[src/design/vout_limit_defines.vh]
// Command codes, field layout, reset values and timing for the limit block
`ifndef VOUT_LIMIT_DEFINES_VH
`define VOUT_LIMIT_DEFINES_VH

// Command codes of the four registers
`define CODE_UPPER_LIMIT   8'h24
`define CODE_MARGIN_HIGH   8'h25
`define CODE_MARGIN_LOW    8'h26
`define CODE_SLEW_RATE     8'h27

// Slew-rate register fields
`define SLEW_EXP_MSB       15
`define SLEW_EXP_LSB       11
`define SLEW_MAN_MSB       10
`define SLEW_MAN_LSB       0
`define SLEW_EXP_RESET     5'h1c

// Margin field of the operation command
`define MARGIN_OFF         2'h0
`define MARGIN_LOW         2'h1
`define MARGIN_HIGH        2'h2

// Rate span in 1/1024 mV/us: 0.067 and 15.933 mV/us
`define RATE_Q10_SHIFT     10
`define RATE_Q10_MIN       32'h00000045
`define RATE_Q10_MAX       32'h00003fbb
// Ramp rate grid is 1/16 mV/us, so Q10 to grid is a shift of 6
`define RATE_GRID_SHIFT    6
`define RATE_GRID_HALF     32'h00000020

// Ramp tick: one microsecond at a 10 ns clock
`define SLEW_TICK_NS       1000
`define CLK_PERIOD_NS      10
`define SLEW_TICK_CYCLES   (`SLEW_TICK_NS / `CLK_PERIOD_NS)

`endif

[src/design/sticky_flag.v]
// One status flag: set by hardware, cleared by the host, set wins
`timescale 1ns/1ps
module sticky_flag (
	// Clock and reset
	input  wire sys_clk,
	input  wire reset_n,
	// Control
	input  wire set,
	input  wire clear,
	// State
	output reg  flag
);

	always @(posedge sys_clk or negedge reset_n) begin
		if (!reset_n) begin
			flag <= 1'b0;
		end else if (set) begin
			flag <= 1'b1;
		end else if (clear) begin
			flag <= 1'b0;
		end
	end

endmodule

[src/design/slew_ramp.v]
// Reference ramp that walks toward the target at a fixed step per tick
`timescale 1ns/1ps
`include "vout_limit_defines.vh"
module slew_ramp #(
	parameter WIDTH      = 16,
	parameter FRAC       = 4,
	parameter TICK_COUNT = `SLEW_TICK_CYCLES
) (
	// Clock and reset
	input  wire             sys_clk,
	input  wire             reset_n,
	// Control
	input  wire             bypass,
	input  wire [WIDTH-1:0] target,
	input  wire [7:0]       step,
	// Result
	output wire [WIDTH-1:0] level,
	output wire             settled
);

	localparam AW = WIDTH + FRAC;

	reg  [15:0]   tickCount;
	reg           tick;
	reg  [AW-1:0] acc;
	wire [AW-1:0] goal = {target, {FRAC{1'b0}}};
	wire [AW-1:0] stepW = {{(AW-8){1'b0}}, step};
	wire [AW-1:0] gap = (acc < goal) ? goal - acc : acc - goal;

	// Divider gives a one-cycle enable each microsecond
	always @(posedge sys_clk or negedge reset_n) begin
		if (!reset_n) begin
			tickCount <= 16'h0000;
			tick      <= 1'b0;
		end else if (tickCount == TICK_COUNT - 1) begin
			tickCount <= 16'h0000;
			tick      <= 1'b1;
		end else begin
			tickCount <= tickCount + 16'h0001;
			tick      <= 1'b0;
		end
	end

	// Last step lands exactly on the goal, never past it
	always @(posedge sys_clk or negedge reset_n) begin
		if (!reset_n) begin
			acc <= {AW{1'b0}};
		end else if (bypass) begin
			acc <= goal;
		end else if (tick && acc != goal) begin
			if (gap <= stepW)
				acc <= goal;
			else if (acc < goal)
				acc <= acc + stepW;
			else
				acc <= acc - stepW;
		end
	end

	assign level   = acc[AW-1:FRAC];
	assign settled = (acc == goal);

endmodule

[src/design/vout_limit_margin_slew_regs.v]
// Upper limit, margin targets, slew rate, target clamp and warning status
//
// Function
// - While converting, a new target above the upper limit raises the clamp warning.
// - An over-limit target is replaced by the upper limit and reached at the slew rate.
// - The clamp warning sets the catch-all, word VOUT and min/max warning status bits.
// - The clamp warning also pulls the host alert line.
// - Writing an upper limit below the present target gives the same clamp response.
// - The upper limit is a 16-bit read/write unsigned absolute value.
// - Margin high selects margin-high value plus trim as the target.
// - Margin low selects margin-low value plus trim as the target.
// - Target moves on entering or leaving margin follow the slew rate.
// - Margin-high plus trim above the upper limit is clamped and warned.
// - Invalid margin or slew-rate writes are rejected, flagged and alerted.
// - The slew rate governs normal changes but not turn-on or turn-off ramps.
// - Slew rate is a 5-bit exponent resetting to -4 over an 11-bit mantissa.
// - Any valid slew code reads back as written; the ramp uses the nearest rate.
// - A target below the lower limit is clamped to it with the same warning.
`timescale 1ns/1ps
`include "vout_limit_defines.vh"
module vout_limit_margin_slew_regs #(
	parameter WIDTH      = 16,
	parameter FRAC       = 4,
	parameter TICK_COUNT = `SLEW_TICK_CYCLES
) (
	// Clock and reset
	input  wire             sys_clk,
	input  wire             reset_n,
	// Command port
	input  wire             cmdStrobe,
	input  wire             cmdWrite,
	input  wire [7:0]       cmdCode,
	input  wire [15:0]      cmdWrData,
	output reg  [15:0]      cmdRdData,
	output reg              cmdRdValid,
	output reg              cmdHit,
	// Values restored from non-volatile memory at reset release
	input  wire [15:0]      nvmUpperLimit,
	input  wire [15:0]      nvmMarginHigh,
	input  wire [15:0]      nvmMarginLow,
	input  wire [10:0]      nvmSlewMantissa,
	// Other converter settings
	input  wire [15:0]      setpoint,
	input  wire [15:0]      offsetTrim,
	input  wire [15:0]      lowerLimit,
	input  wire [15:0]      marginValidMax,
	input  wire [1:0]       marginSelect,
	input  wire             converting,
	input  wire             startStopRamp,
	// Status clear from the fault-clear command
	input  wire             clearStatus,
	// Reference outputs
	output reg  [15:0]      refTarget,
	output wire [15:0]      refLevel,
	output wire             refSettled,
	// Status
	output wire             statusOtherFlag,
	output wire             statusWordVout,
	output wire             statusMaxMinWarn,
	output wire             statusInvalidData,
	output reg              alert_n
);

	// Register file
	reg  [15:0] output_upper_limit;
	reg  [15:0] margin_high_target;
	reg  [15:0] margin_low_target;
	reg  [15:0] setpoint_slew_rate;
	reg         bootLoad;

	// Ramp rate on the 1/16 mV/us grid
	reg  [7:0]  slewStep;

	// Target evaluation
	reg  [16:0] baseWide;
	reg  [17:0] sumWide;
	reg  [15:0] next_refTarget;
	reg         overUpper;
	reg         underLower;
	reg  [17:0] prevSum;
	reg  [15:0] prevUpper;
	reg  [15:0] prevLower;
	reg         evalValid;
	reg         clampWarn;
	reg         invalidWrite;

	wire [4:0]  slew_rate_exponent =
		setpoint_slew_rate[`SLEW_EXP_MSB:`SLEW_EXP_LSB];
	wire [10:0] slew_rate_mantissa =
		setpoint_slew_rate[`SLEW_MAN_MSB:`SLEW_MAN_LSB];
	wire [15:0] margin_high_value = margin_high_target;
	wire [15:0] margin_low_value  = margin_low_target;

	wire wrStrobe = cmdStrobe && cmdWrite;
	wire rdStrobe = cmdStrobe && !cmdWrite;

	// Rate in 1/1024 mV/us; oversize results saturate
	function [31:0] rateQ10;
		input [15:0] code;
		reg signed [5:0]  sh;
		reg        [31:0] mag;
		begin
			sh  = $signed({code[15], code[15:11]}) + 6'sh0a;
			mag = {{21{1'b0}}, code[10:0]};
			if (code[10])
				rateQ10 = 32'h00000000;
			else if (sh > 6'sh0e)
				// Saturate below bit 31 so the rounding add cannot wrap
				rateQ10 = 32'h7fffffff;
			else if (sh >= 6'sh00)
				rateQ10 = mag << sh;
			else
				rateQ10 = mag >> (-sh);
		end
	endfunction

	function rateValid;
		input [15:0] code;
		reg [31:0] q;
		begin
			q = rateQ10(code);
			rateValid = (q >= `RATE_Q10_MIN) && (q <= `RATE_Q10_MAX);
		end
	endfunction

	// Nearest supported grid rate, never zero
	function [7:0] rateStep;
		input [15:0] code;
		reg [31:0] g;
		begin
			g = (rateQ10(code) + `RATE_GRID_HALF) >> `RATE_GRID_SHIFT;
			if (g == 32'h00000000)
				rateStep = 8'h01;
			else if (g > 32'h000000ff)
				rateStep = 8'hff;
			else
				rateStep = g[7:0];
		end
	endfunction

	// Margin value plus signed trim, checked against the data span
	function marginValid;
		input [15:0] value;
		input [15:0] trim;
		input [15:0] span;
		reg [17:0] s;
		begin
			s = {2'b00, value} + {{2{trim[15]}}, trim};
			marginValid = !s[17] && (s <= {2'b00, span});
		end
	endfunction

	// Register writes and the post-reset restore
	always @(posedge sys_clk or negedge reset_n) begin
		if (!reset_n) begin
			output_upper_limit <= 16'h0000;
			margin_high_target <= 16'h0000;
			margin_low_target  <= 16'h0000;
			setpoint_slew_rate <= {`SLEW_EXP_RESET, 11'h000};
			bootLoad           <= 1'b1;
			invalidWrite       <= 1'b0;
		end else if (bootLoad) begin
			// Restore happens one edge after release, not under reset
			output_upper_limit <= nvmUpperLimit;
			margin_high_target <= nvmMarginHigh;
			margin_low_target  <= nvmMarginLow;
			setpoint_slew_rate <= {`SLEW_EXP_RESET, nvmSlewMantissa};
			bootLoad           <= 1'b0;
			invalidWrite       <= 1'b0;
		end else begin
			invalidWrite <= 1'b0;
			if (wrStrobe) begin
				case (cmdCode)
				`CODE_UPPER_LIMIT: begin
					output_upper_limit <= cmdWrData;
				end
				`CODE_MARGIN_HIGH: begin
					if (marginValid(cmdWrData, offsetTrim, marginValidMax))
						margin_high_target <= cmdWrData;
					else
						invalidWrite <= 1'b1;
				end
				`CODE_MARGIN_LOW: begin
					if (marginValid(cmdWrData, offsetTrim, marginValidMax))
						margin_low_target <= cmdWrData;
					else
						invalidWrite <= 1'b1;
				end
				`CODE_SLEW_RATE: begin
					if (rateValid(cmdWrData))
						setpoint_slew_rate <= cmdWrData;
					else
						invalidWrite <= 1'b1;
				end
				default: begin
				end
				endcase
			end
		end
	end

	// Stored code reads back untouched; the ramp sees the rounded rate
	always @(posedge sys_clk or negedge reset_n) begin
		if (!reset_n)
			slewStep <= 8'h01;
		else
			slewStep <= rateStep(setpoint_slew_rate);
	end

	// Read path: answer one cycle after the strobe
	always @(posedge sys_clk or negedge reset_n) begin
		if (!reset_n) begin
			cmdRdData  <= 16'h0000;
			cmdRdValid <= 1'b0;
			cmdHit     <= 1'b0;
		end else begin
			cmdRdValid <= rdStrobe;
			cmdHit     <= cmdStrobe &&
				(cmdCode == `CODE_UPPER_LIMIT ||
				 cmdCode == `CODE_MARGIN_HIGH ||
				 cmdCode == `CODE_MARGIN_LOW  ||
				 cmdCode == `CODE_SLEW_RATE);
			if (rdStrobe) begin
				case (cmdCode)
				`CODE_UPPER_LIMIT: cmdRdData <= output_upper_limit;
				`CODE_MARGIN_HIGH: cmdRdData <= margin_high_value;
				`CODE_MARGIN_LOW:  cmdRdData <= margin_low_value;
				`CODE_SLEW_RATE:   cmdRdData <= {slew_rate_exponent,
					slew_rate_mantissa};
				default:           cmdRdData <= 16'h0000;
				endcase
			end
		end
	end

	// Effective target: selected base plus trim, then clamped
	always @* begin
		case (marginSelect)
		`MARGIN_HIGH: baseWide = {1'b0, margin_high_value};
		`MARGIN_LOW:  baseWide = {1'b0, margin_low_value};
		default:      baseWide = {1'b0, setpoint};
		endcase
		sumWide    = {1'b0, baseWide} + {{2{offsetTrim[15]}}, offsetTrim};
		overUpper  = !sumWide[17] &&
			(sumWide > {2'b00, output_upper_limit});
		underLower = sumWide[17] ||
			(sumWide < {2'b00, lowerLimit});
		if (overUpper)
			next_refTarget = output_upper_limit;
		else if (underLower)
			next_refTarget = lowerLimit;
		else
			next_refTarget = sumWide[15:0];
	end

	// Any change of a contributor or a limit is re-checked
	always @(posedge sys_clk or negedge reset_n) begin
		if (!reset_n) begin
			prevSum   <= 18'h00000;
			prevUpper <= 16'h0000;
			prevLower <= 16'h0000;
			evalValid <= 1'b0;
			clampWarn <= 1'b0;
			refTarget <= 16'h0000;
		end else begin
			prevSum   <= sumWide;
			prevUpper <= output_upper_limit;
			prevLower <= lowerLimit;
			evalValid <= !bootLoad;
			refTarget <= next_refTarget;
			// One warning per change; a steady violation is not re-flagged
			clampWarn <= evalValid && !bootLoad && converting &&
				(overUpper || underLower) &&
				(sumWide != prevSum ||
				 output_upper_limit != prevUpper ||
				 lowerLimit != prevLower);
		end
	end

	// Slew applies in conversion; start and stop ramps bypass it
	slew_ramp #(
		.WIDTH      (WIDTH),
		.FRAC       (FRAC),
		.TICK_COUNT (TICK_COUNT)
	) u_ramp (
		.sys_clk (sys_clk),
		.reset_n (reset_n),
		.bypass  (startStopRamp || !converting),
		.target  (refTarget),
		.step    (slewStep),
		.level   (refLevel),
		.settled (refSettled)
	);

	// Status bits: catch-all, word VOUT, min/max warning, bad data
	sticky_flag u_other (
		.sys_clk (sys_clk),
		.reset_n (reset_n),
		.set     (clampWarn || invalidWrite),
		.clear   (clearStatus),
		.flag    (statusOtherFlag)
	);

	sticky_flag u_word_vout (
		.sys_clk (sys_clk),
		.reset_n (reset_n),
		.set     (clampWarn),
		.clear   (clearStatus),
		.flag    (statusWordVout)
	);

	sticky_flag u_max_min (
		.sys_clk (sys_clk),
		.reset_n (reset_n),
		.set     (clampWarn),
		.clear   (clearStatus),
		.flag    (statusMaxMinWarn)
	);

	sticky_flag u_invalid (
		.sys_clk (sys_clk),
		.reset_n (reset_n),
		.set     (invalidWrite),
		.clear   (clearStatus),
		.flag    (statusInvalidData)
	);

	// Alert stays low while any warning is pending
	always @(posedge sys_clk or negedge reset_n) begin
		if (!reset_n)
			alert_n <= 1'b1;
		else
			alert_n <= !(statusMaxMinWarn || statusInvalidData ||
				clampWarn || invalidWrite);
	end

endmodule

[config.mk]
export PLATFORM = sky130hd
export DESIGN_NAME = vout_limit_margin_slew_regs
export DESIGN_NICKNAME = d
export VERILOG_FILES = /design/src/design/sticky_flag.v /design/src/design/slew_ramp.v /design/src/design/vout_limit_margin_slew_regs.v
export VERILOG_INCLUDE_DIRS = /design/src /design/src/design
export SDC_FILE = /design/constraint.sdc
export NUM_CORES = 1
export LEC_CHECK = 0
export BUFFER_PORTS_ARGS = -buffer_cell sky130_fd_sc_hd__buf_2
export CAP_MARGIN = 20
export CORE_ASPECT_RATIO = 1.5
export CORE_MARGIN = 2
export CORE_UTILIZATION = 35
export DETAILED_ROUTE_END_ITERATION = 12
export GPL_TIMING_DRIVEN = 0
export PLACE_DENSITY = 0.51
export SLEW_MARGIN = 25
export SYNTH_ARGS = -nofsm -noshare
export SYNTH_HDL_FRONTEND = slang
export SYNTH_SLANG_ARGS = --single-unit
[constraint.sdc]
create_clock -name sys_clk -period 9.8 [get_ports sys_clk]
set_input_delay 1.96 -clock sys_clk [delete_from_list [all_inputs] [get_ports sys_clk]]
set_output_delay 1.96 -clock sys_clk [all_outputs]
set_load 0.005 [all_outputs]
; ---- Word level (Yosys, flattened, before mapping)
; Index checks and enable logic that the tools add are counted.
; W data, S select, Z words.
[op_classes]
shifts = 4
eq_ne = 12
addsub = 12
order_cmp = 12
n_mux = 45
reduce_logical = 46
[op_table]
columns = operator, count
row1 = $mux W32, 9
row2 = $mux W16, 17
row3 = $mux W20, 5
row4 = $pmux W16 S4, 1
row5 = $shl A11 B6 Y32, 2
row6 = $shr A11 B6 Y32, 2
row7 = $sub A20 B20 Y20, 2
row8 = $add A32 B6 Y32 const B, 1
row9 = $eq A8 B6 Y1 const B, 4
row10 = $ge A32 B7 Y1 const B, 1
row11 = $le A32 B14 Y1 const B, 1
row12 = $logic_not A32 Y1, 1
row13 = $ne A16 B16 Y1, 2
row14 = $pmux W16 S2, 1
row15 = $gt A26 B8 Y1 const B, 1
row16 = $reduce_bool A2 Y1, 11
row17 = $add A20 B8 Y20, 1
row18 = $eq A20 B20 Y1, 1
row19 = $le A20 B8 Y1, 1
row20 = $lt A20 B20 Y1, 1
row21 = $ne A20 B20 Y1, 1
row22 = $sub A20 B8 Y20, 1
row23 = $add A16 B18 Y18, 1
row24 = $add A17 B16 Y18, 1
row25 = other kinds (21), 62
[totals]
out_inout_bits = 56
register_bits = 201
elab_cells = 154

; ---- Depth between registers and ports, before layout
[logic_depth]
word_depth = 15
mapped_depth = 26
mapped_depth_nobuf = 23

; ---- Hierarchy
; From an unflattened synthesis, not the netlist that was laid out.
[hier_totals]
hier_cells = 2247
hier_area_um2 = 19456.2
[modules_own_cells]
columns = mod, instances, seq_area_each_um2, area_per_inst_um2, cells_per_inst
row1 = vout_limit_margin_slew_regs, 1, 4036.4, 14101.0, 1553
row2 = slew_ramp, 1, 925.9, 5210.0, 682
row3 = sticky_flag, 4, 25.0, 36.3, 3

; ---- Worst setup path after synthesis
; Ideal clock, no wire load.
[synth_timing]
path_type = input port to flip-flop
start = input port marginSelect[1]
end = register refTarget[0]
arrival_ns = 6.286
stages = 24
slack_ns = 3.390
required_time_ns = 9.675
path_cell_list = inv_1 ha_1 clkbuf_1 clkbuf_1 a22oi_1 o21ai_0 ha_1 and2_1 a31oi_1 nand3_1 nand2_1 o21ai_0 a211oi_1 xnor2_1 ha_1 a21o_1 a21oi_1 nor2b_1 o21ai_0 nand2b_1 a221oi_1 a31oi_2 mux2_2 mux2_2
[synth_between]
elab_chain_len = 7
word_cells_on_any_way = 11
classes_between = add/sub (1) / order compare (2) / eq/ne (2) / mux (3) / reduce/logical (3)
[synth_lines]
columns = item, line_no
row1 = "start, declared", vout_limit_margin_slew_regs.v:47  ; input wire [1:0] marginSelect,
row2 = $eq A2 B1 Y1 or $eq A2 B2 Y1 (tied branches), vout_limit_margin_slew_regs.v:238  ; case (marginSelect)
row3 = $pmux W16 S2 (*), vout_limit_margin_slew_regs.v:238
row4 = $add A16 B18 Y18 (*), vout_limit_margin_slew_regs.v:243  ; sumWide = {1'b0, baseWide} + {{2{offsetTrim[15]}}, offsetTrim};
row5 = named net sumWide[11], vout_limit_margin_slew_regs.v:76  ; reg [17:0] sumWide;
row6 = $lt A18 B16 Y1, vout_limit_margin_slew_regs.v:247  ; (sumWide < {2'b00, lowerLimit});
row7 = $logic_or A1 B1 Y1, vout_limit_margin_slew_regs.v:246  ; underLower = sumWide[17] ||
row8 = $mux W16, vout_limit_margin_slew_regs.v:250  ; else if (underLower)
row9 = $mux W16 (*), vout_limit_margin_slew_regs.v:248  ; if (overUpper)
row10 = named net next_refTarget[0], vout_limit_margin_slew_regs.v:77  ; reg [15:0] next_refTarget;
row11 = "end signal, assigned", vout_limit_margin_slew_regs.v:270  ; refTarget <= next_refTarget;
row12 = "end, declared", vout_limit_margin_slew_regs.v:53  ; output reg [15:0] refTarget,
; The timed path passes the listed nets; every way through them passes the cells marked *.
; A chain may end at the register's enable or synchronous reset.

; ---- Worst setup path in the final report
[layout_timing]
start = input port marginSelect[1]
end = register clampWarn
[layout_between]
elab_chain_len = 8
word_cells_on_any_way = 15
classes_between = add/sub (1) / order compare (2) / eq/ne (3) / mux (1) / reduce/logical (8)
[layout_lines]
columns = item, line_no
row1 = $eq A2 B1 Y1 or $eq A2 B2 Y1 (tied branches), vout_limit_margin_slew_regs.v:238
row2 = $pmux W16 S2 (*), vout_limit_margin_slew_regs.v:238
row3 = $add A16 B18 Y18 (*), vout_limit_margin_slew_regs.v:243
row4 = named net sumWide[11], vout_limit_margin_slew_regs.v:76
row5 = $gt A18 B16 Y1 or $lt A18 B16 Y1 (tied branches), "vout_limit_margin_slew_regs.v:245, vout_limit_margin_slew_regs.v:247"
row6 = $logic_and A1 B1 Y1 or $logic_or A1 B1 Y1 (tied branches), "vout_limit_margin_slew_regs.v:244, vout_limit_margin_slew_regs.v:246"
row7 = $logic_or A1 B1 Y1, vout_limit_margin_slew_regs.v:273  ; (overUpper || underLower) &&
row8 = $logic_and A1 B1 Y1, vout_limit_margin_slew_regs.v:272  ; clampWarn <= evalValid && !bootLoad && converting &&
row9 = $logic_and A1 B1 Y1 (*), vout_limit_margin_slew_regs.v:273
row10 = "end signal, assigned", vout_limit_margin_slew_regs.v:272
row11 = "end, declared", vout_limit_margin_slew_regs.v:84  ; reg clampWarn;
; Marked as above.

==> qor.csv <==
metric,value,unit
num_vias,16430,
antenna_found_initial,3,
hp-class,reg2reg,
mappedNetlistArea,17810,sq um
ctsResizeCount,0,
grt_pass1_wl,99.97,mm
grt_pass1_vias,16860,
synth_edf_count,0,
setup_viol,0,
post-route-period-util,75.66,%
relSlewSlack,37.43,%
hold_viol,0,
status,finished clean,
clock_latency,0.54,ns
port_buffers,210,
rsz0062_at_grt,no,
worstReg2RegEnd,u_ramp.acc[8],
switchingPower,2.029,mW
rr_worst_depth,23,
routedWlPerCell,22.20,um
max_freq,134.9,MHz
drive_gt1_share,17.65,%
worstSetupStartpoint,marginSelect[1],
ys_types,98,
combPwrFrac,56.3,%
pwr_density_cell,227.4,nW/um^2
finalInstanceArea,20610,sq um
cts_buffer_depth,3,
r2r_setup_slack,3.13,ns
via_per_inst,5.552,
min_to,alert_n,
post-place-ws,1.882,ns
die_h,280.3,um
seqCellArea,5037,sq um
grt_usage,24.70,%
ir_drop,173.8,uV
std_cell_rows,101,
p_int,2.658,mW
p_leak,9.478,nW
grt.overflow.total,0,
syn_area_per_cell,8.745,sq um
syn_inst,2037,
synth_seq_cells,201,
ios,212,
routed_wl,65.70,mm
critPathLaunchType,input pin,
endpoint_kind,register,
first_pass_iters,7,
h-tree-depth,1,
start_util,35.33,%
gp_congestion,0.9643,
dieArea,52750,sq um
fin_skew,0.03085,ns
power_frac_clock,20.8,%
yosysWarnings,0,
route.detailed.drc,0,
crit_fanout,10,
setup_tns,0,ns
seq_power_share,22.9,%
critPathRequiredTime,10.19,ns
drt_iter0_markers,996,
syn_to_final_growth,15.71,%
slew_violations,0,
min_period,7.415,ns
ys.flop_type,dfrtp_1,
cts_buffers,22,
cts_setup_buffers,0,
tightest_slew,0.9386,ns
clkSinkCount,201,
placed_area,19770,sq um
clockRootBuffer,clkbuf_16,
cts_hold_buf,0,
min_from,u_invalid.flag,
async_flop_share,100.0,%
cts_tree,yes,
multi_input_area,11640,sq um
dp.cells,2918,
final_cells,2959,
synth_fp_nets,2349,
cts.clk_slew.worst_paths,0.07,ns
nets,2585,
dpl.hpwl,54.27,mm
worstSetupPathType,in2reg,
ys_seq_area_share,28.28,%
fillerInstances,5147,
core-area,50420,sq um
grt_max_degree,89,
r2r-start,refTarget[11],
die_x,188.2,um
layout_setup_ws,2.385,ns
arrival,7.80,ns
maxCapViolCount,0,
worstHoldPathCells,1,
ant_nets,0,
switching_share,43.29,%
==> routing by layer <==
| layer | track usage (%) | vias to the layer above | routed length, um |
|---|---|---|---|
| met4 | 13.75 | 4 | 4176 |
| met5 | 0 | - | 26 |
| met2 | 46.59 | 544 | 34510 |
| li1 | - | 7803 | - |
| met1 | 26.86 | 7896 | 24260 |
| met3 | 2.402 | 182 | 2736 |
==> power by group through the flow <==
stage / Sequential [mW] / Clock, mW / Combinational [mW]
6_report: 1.07 / 0.975 / 2.64
5_1_grt: 1.09 / 1.03 / 2.93
4_1_cts: 1.07 / 1.00 / 2.64
3_5_place_dp: 1.09 / 0 / 2.63
3_3_place_gp: 1.09 / 0 / 2.60
2_1_floorplan: 1.03 / 0 / 1.95
==> area by class of cell <==
type | instances | share of cell area [%]
antenna | 1 | 0.01214
buffer | 122 | 3.169
clock buffer | 23 | 2.792
clock inverter | 17 | 1.269
inverter | 130 | 2.367
multi-input combinational | 1584 | 56.48
sequential | 201 | 24.44
tap | 669 | 4.061
timing repair buffer | 212 | 5.415
==> sequential cells by signal, summed over array words and instances (netlist names), 16 cells and up <==
name / cells
prevLower: 16
margin_low_target: 16
u_ramp.tickCount: 16
cmdRdData: 16
u_ramp.acc: 20
refTarget: 16
output_upper_limit: 16
setpoint_slew_rate: 16
margin_high_target: 16
prevUpper: 16
prevSum: 18
==> worst max-delay path by stage <==
stage,endpoint,cells past startpoint
2_1_floorplan,refTarget[0],24
5_1_grt,clampWarn,26
6_report,clampWarn,25
3_5_place_dp,clampWarn,25
4_1_cts,clampWarn,25
3_3_place_gp,clampWarn,25
==> cells by family after synthesis <==
group	Yosys count	synth area share [%]
compound gates	552	20.24
xor+xnor	141	7.059
fa+ha+maj	156	11.13
buf+inv	252	6.406
flops	201	28.28
mux	165	11.22
other cells	1	0.02105
simple gates	569	15.65
==> worst max-delay path, stage by stage <==
cell and delay (ns):
buf_2 0.12, inv_1 0.05, ha_1 0.13, clkbuf_1 0.27, clkbuf_1 0.42, a22oi_1 0.23, o21ai_0 0.31, ha_1 0.35
and2_1 0.20, a31oi_1 0.26, nand3_1 0.16, nand2_1 0.16, o21ai_0 0.11, a211oi_1 0.27, xnor2_1 0.37, ha_1 0.38
a21o_1 0.16, a21oi_1 0.14, nor2b_1 0.05, o21ai_0 0.13, nand2b_1 0.09, a221oi_1 0.37, a31oi_2 0.33, buf_2 0.33
a211oi_1 0.45
==> cells in the mapped netlist (20+ instances only) <==
cell type | instances | area share (%)
a21o_1 | 38 | 1.6
nand3_1 | 48 | 1.3
dfrtp_1 | 195 | 27
clkbuf_1 | 58 | 1.2
xor2_1 | 53 | 2.6
mux4_2 | 24 | 3.0
mux2_2 | 20 | 1.3
nand4_1 | 21 | 0.74
nor2_1 | 97 | 2.0
o21ai_0 | 168 | 4.7
xnor2_1 | 85 | 4.2
mux2i_1 | 118 | 6.6
ha_1 | 152 | 11
nor2b_1 | 28 | 0.98
inv_1 | 127 | 2.7
nor3_1 | 30 | 0.84
a21oi_1 | 111 | 3.1
o31ai_1 | 25 | 1.1
buf_2 | 30 | 0.84
nand2_1 | 220 | 4.6
==> per-stage QoR <==
step	hold WS [ns]	total power [mW]	util (%)
global placement	0.4091	3.687	39.07
finish	0.4207	4.687	40.88
floorplan	0.4023	2.978	-
global route	0.4399	5.044	40.87
detailed placement	0.4148	3.719	39.21
CTS	0.4237	4.715	40.87
==> cell usage in the layout (no fill, tap or decap), types with 25 or more instances in the layout <==
| master | count |
|---|---|
| buf_2 | 239 |
| nand2_1 | 220 |
| dfrtp_1 | 195 |
| o21ai_0 | 168 |
| ha_1 | 152 |
| inv_1 | 127 |
| mux2i_1 | 118 |
| a21oi_1 | 111 |
| nor2_1 | 97 |
| xnor2_1 | 85 |
| clkbuf_1 | 58 |
| xor2_1 | 53 |
| nand3_1 | 48 |
| a21o_1 | 38 |
| nor3_1 | 30 |
| nor2b_1 | 28 |
| o31ai_1 | 25 |
Note: power is estimated with default switching activity, not from simulation.
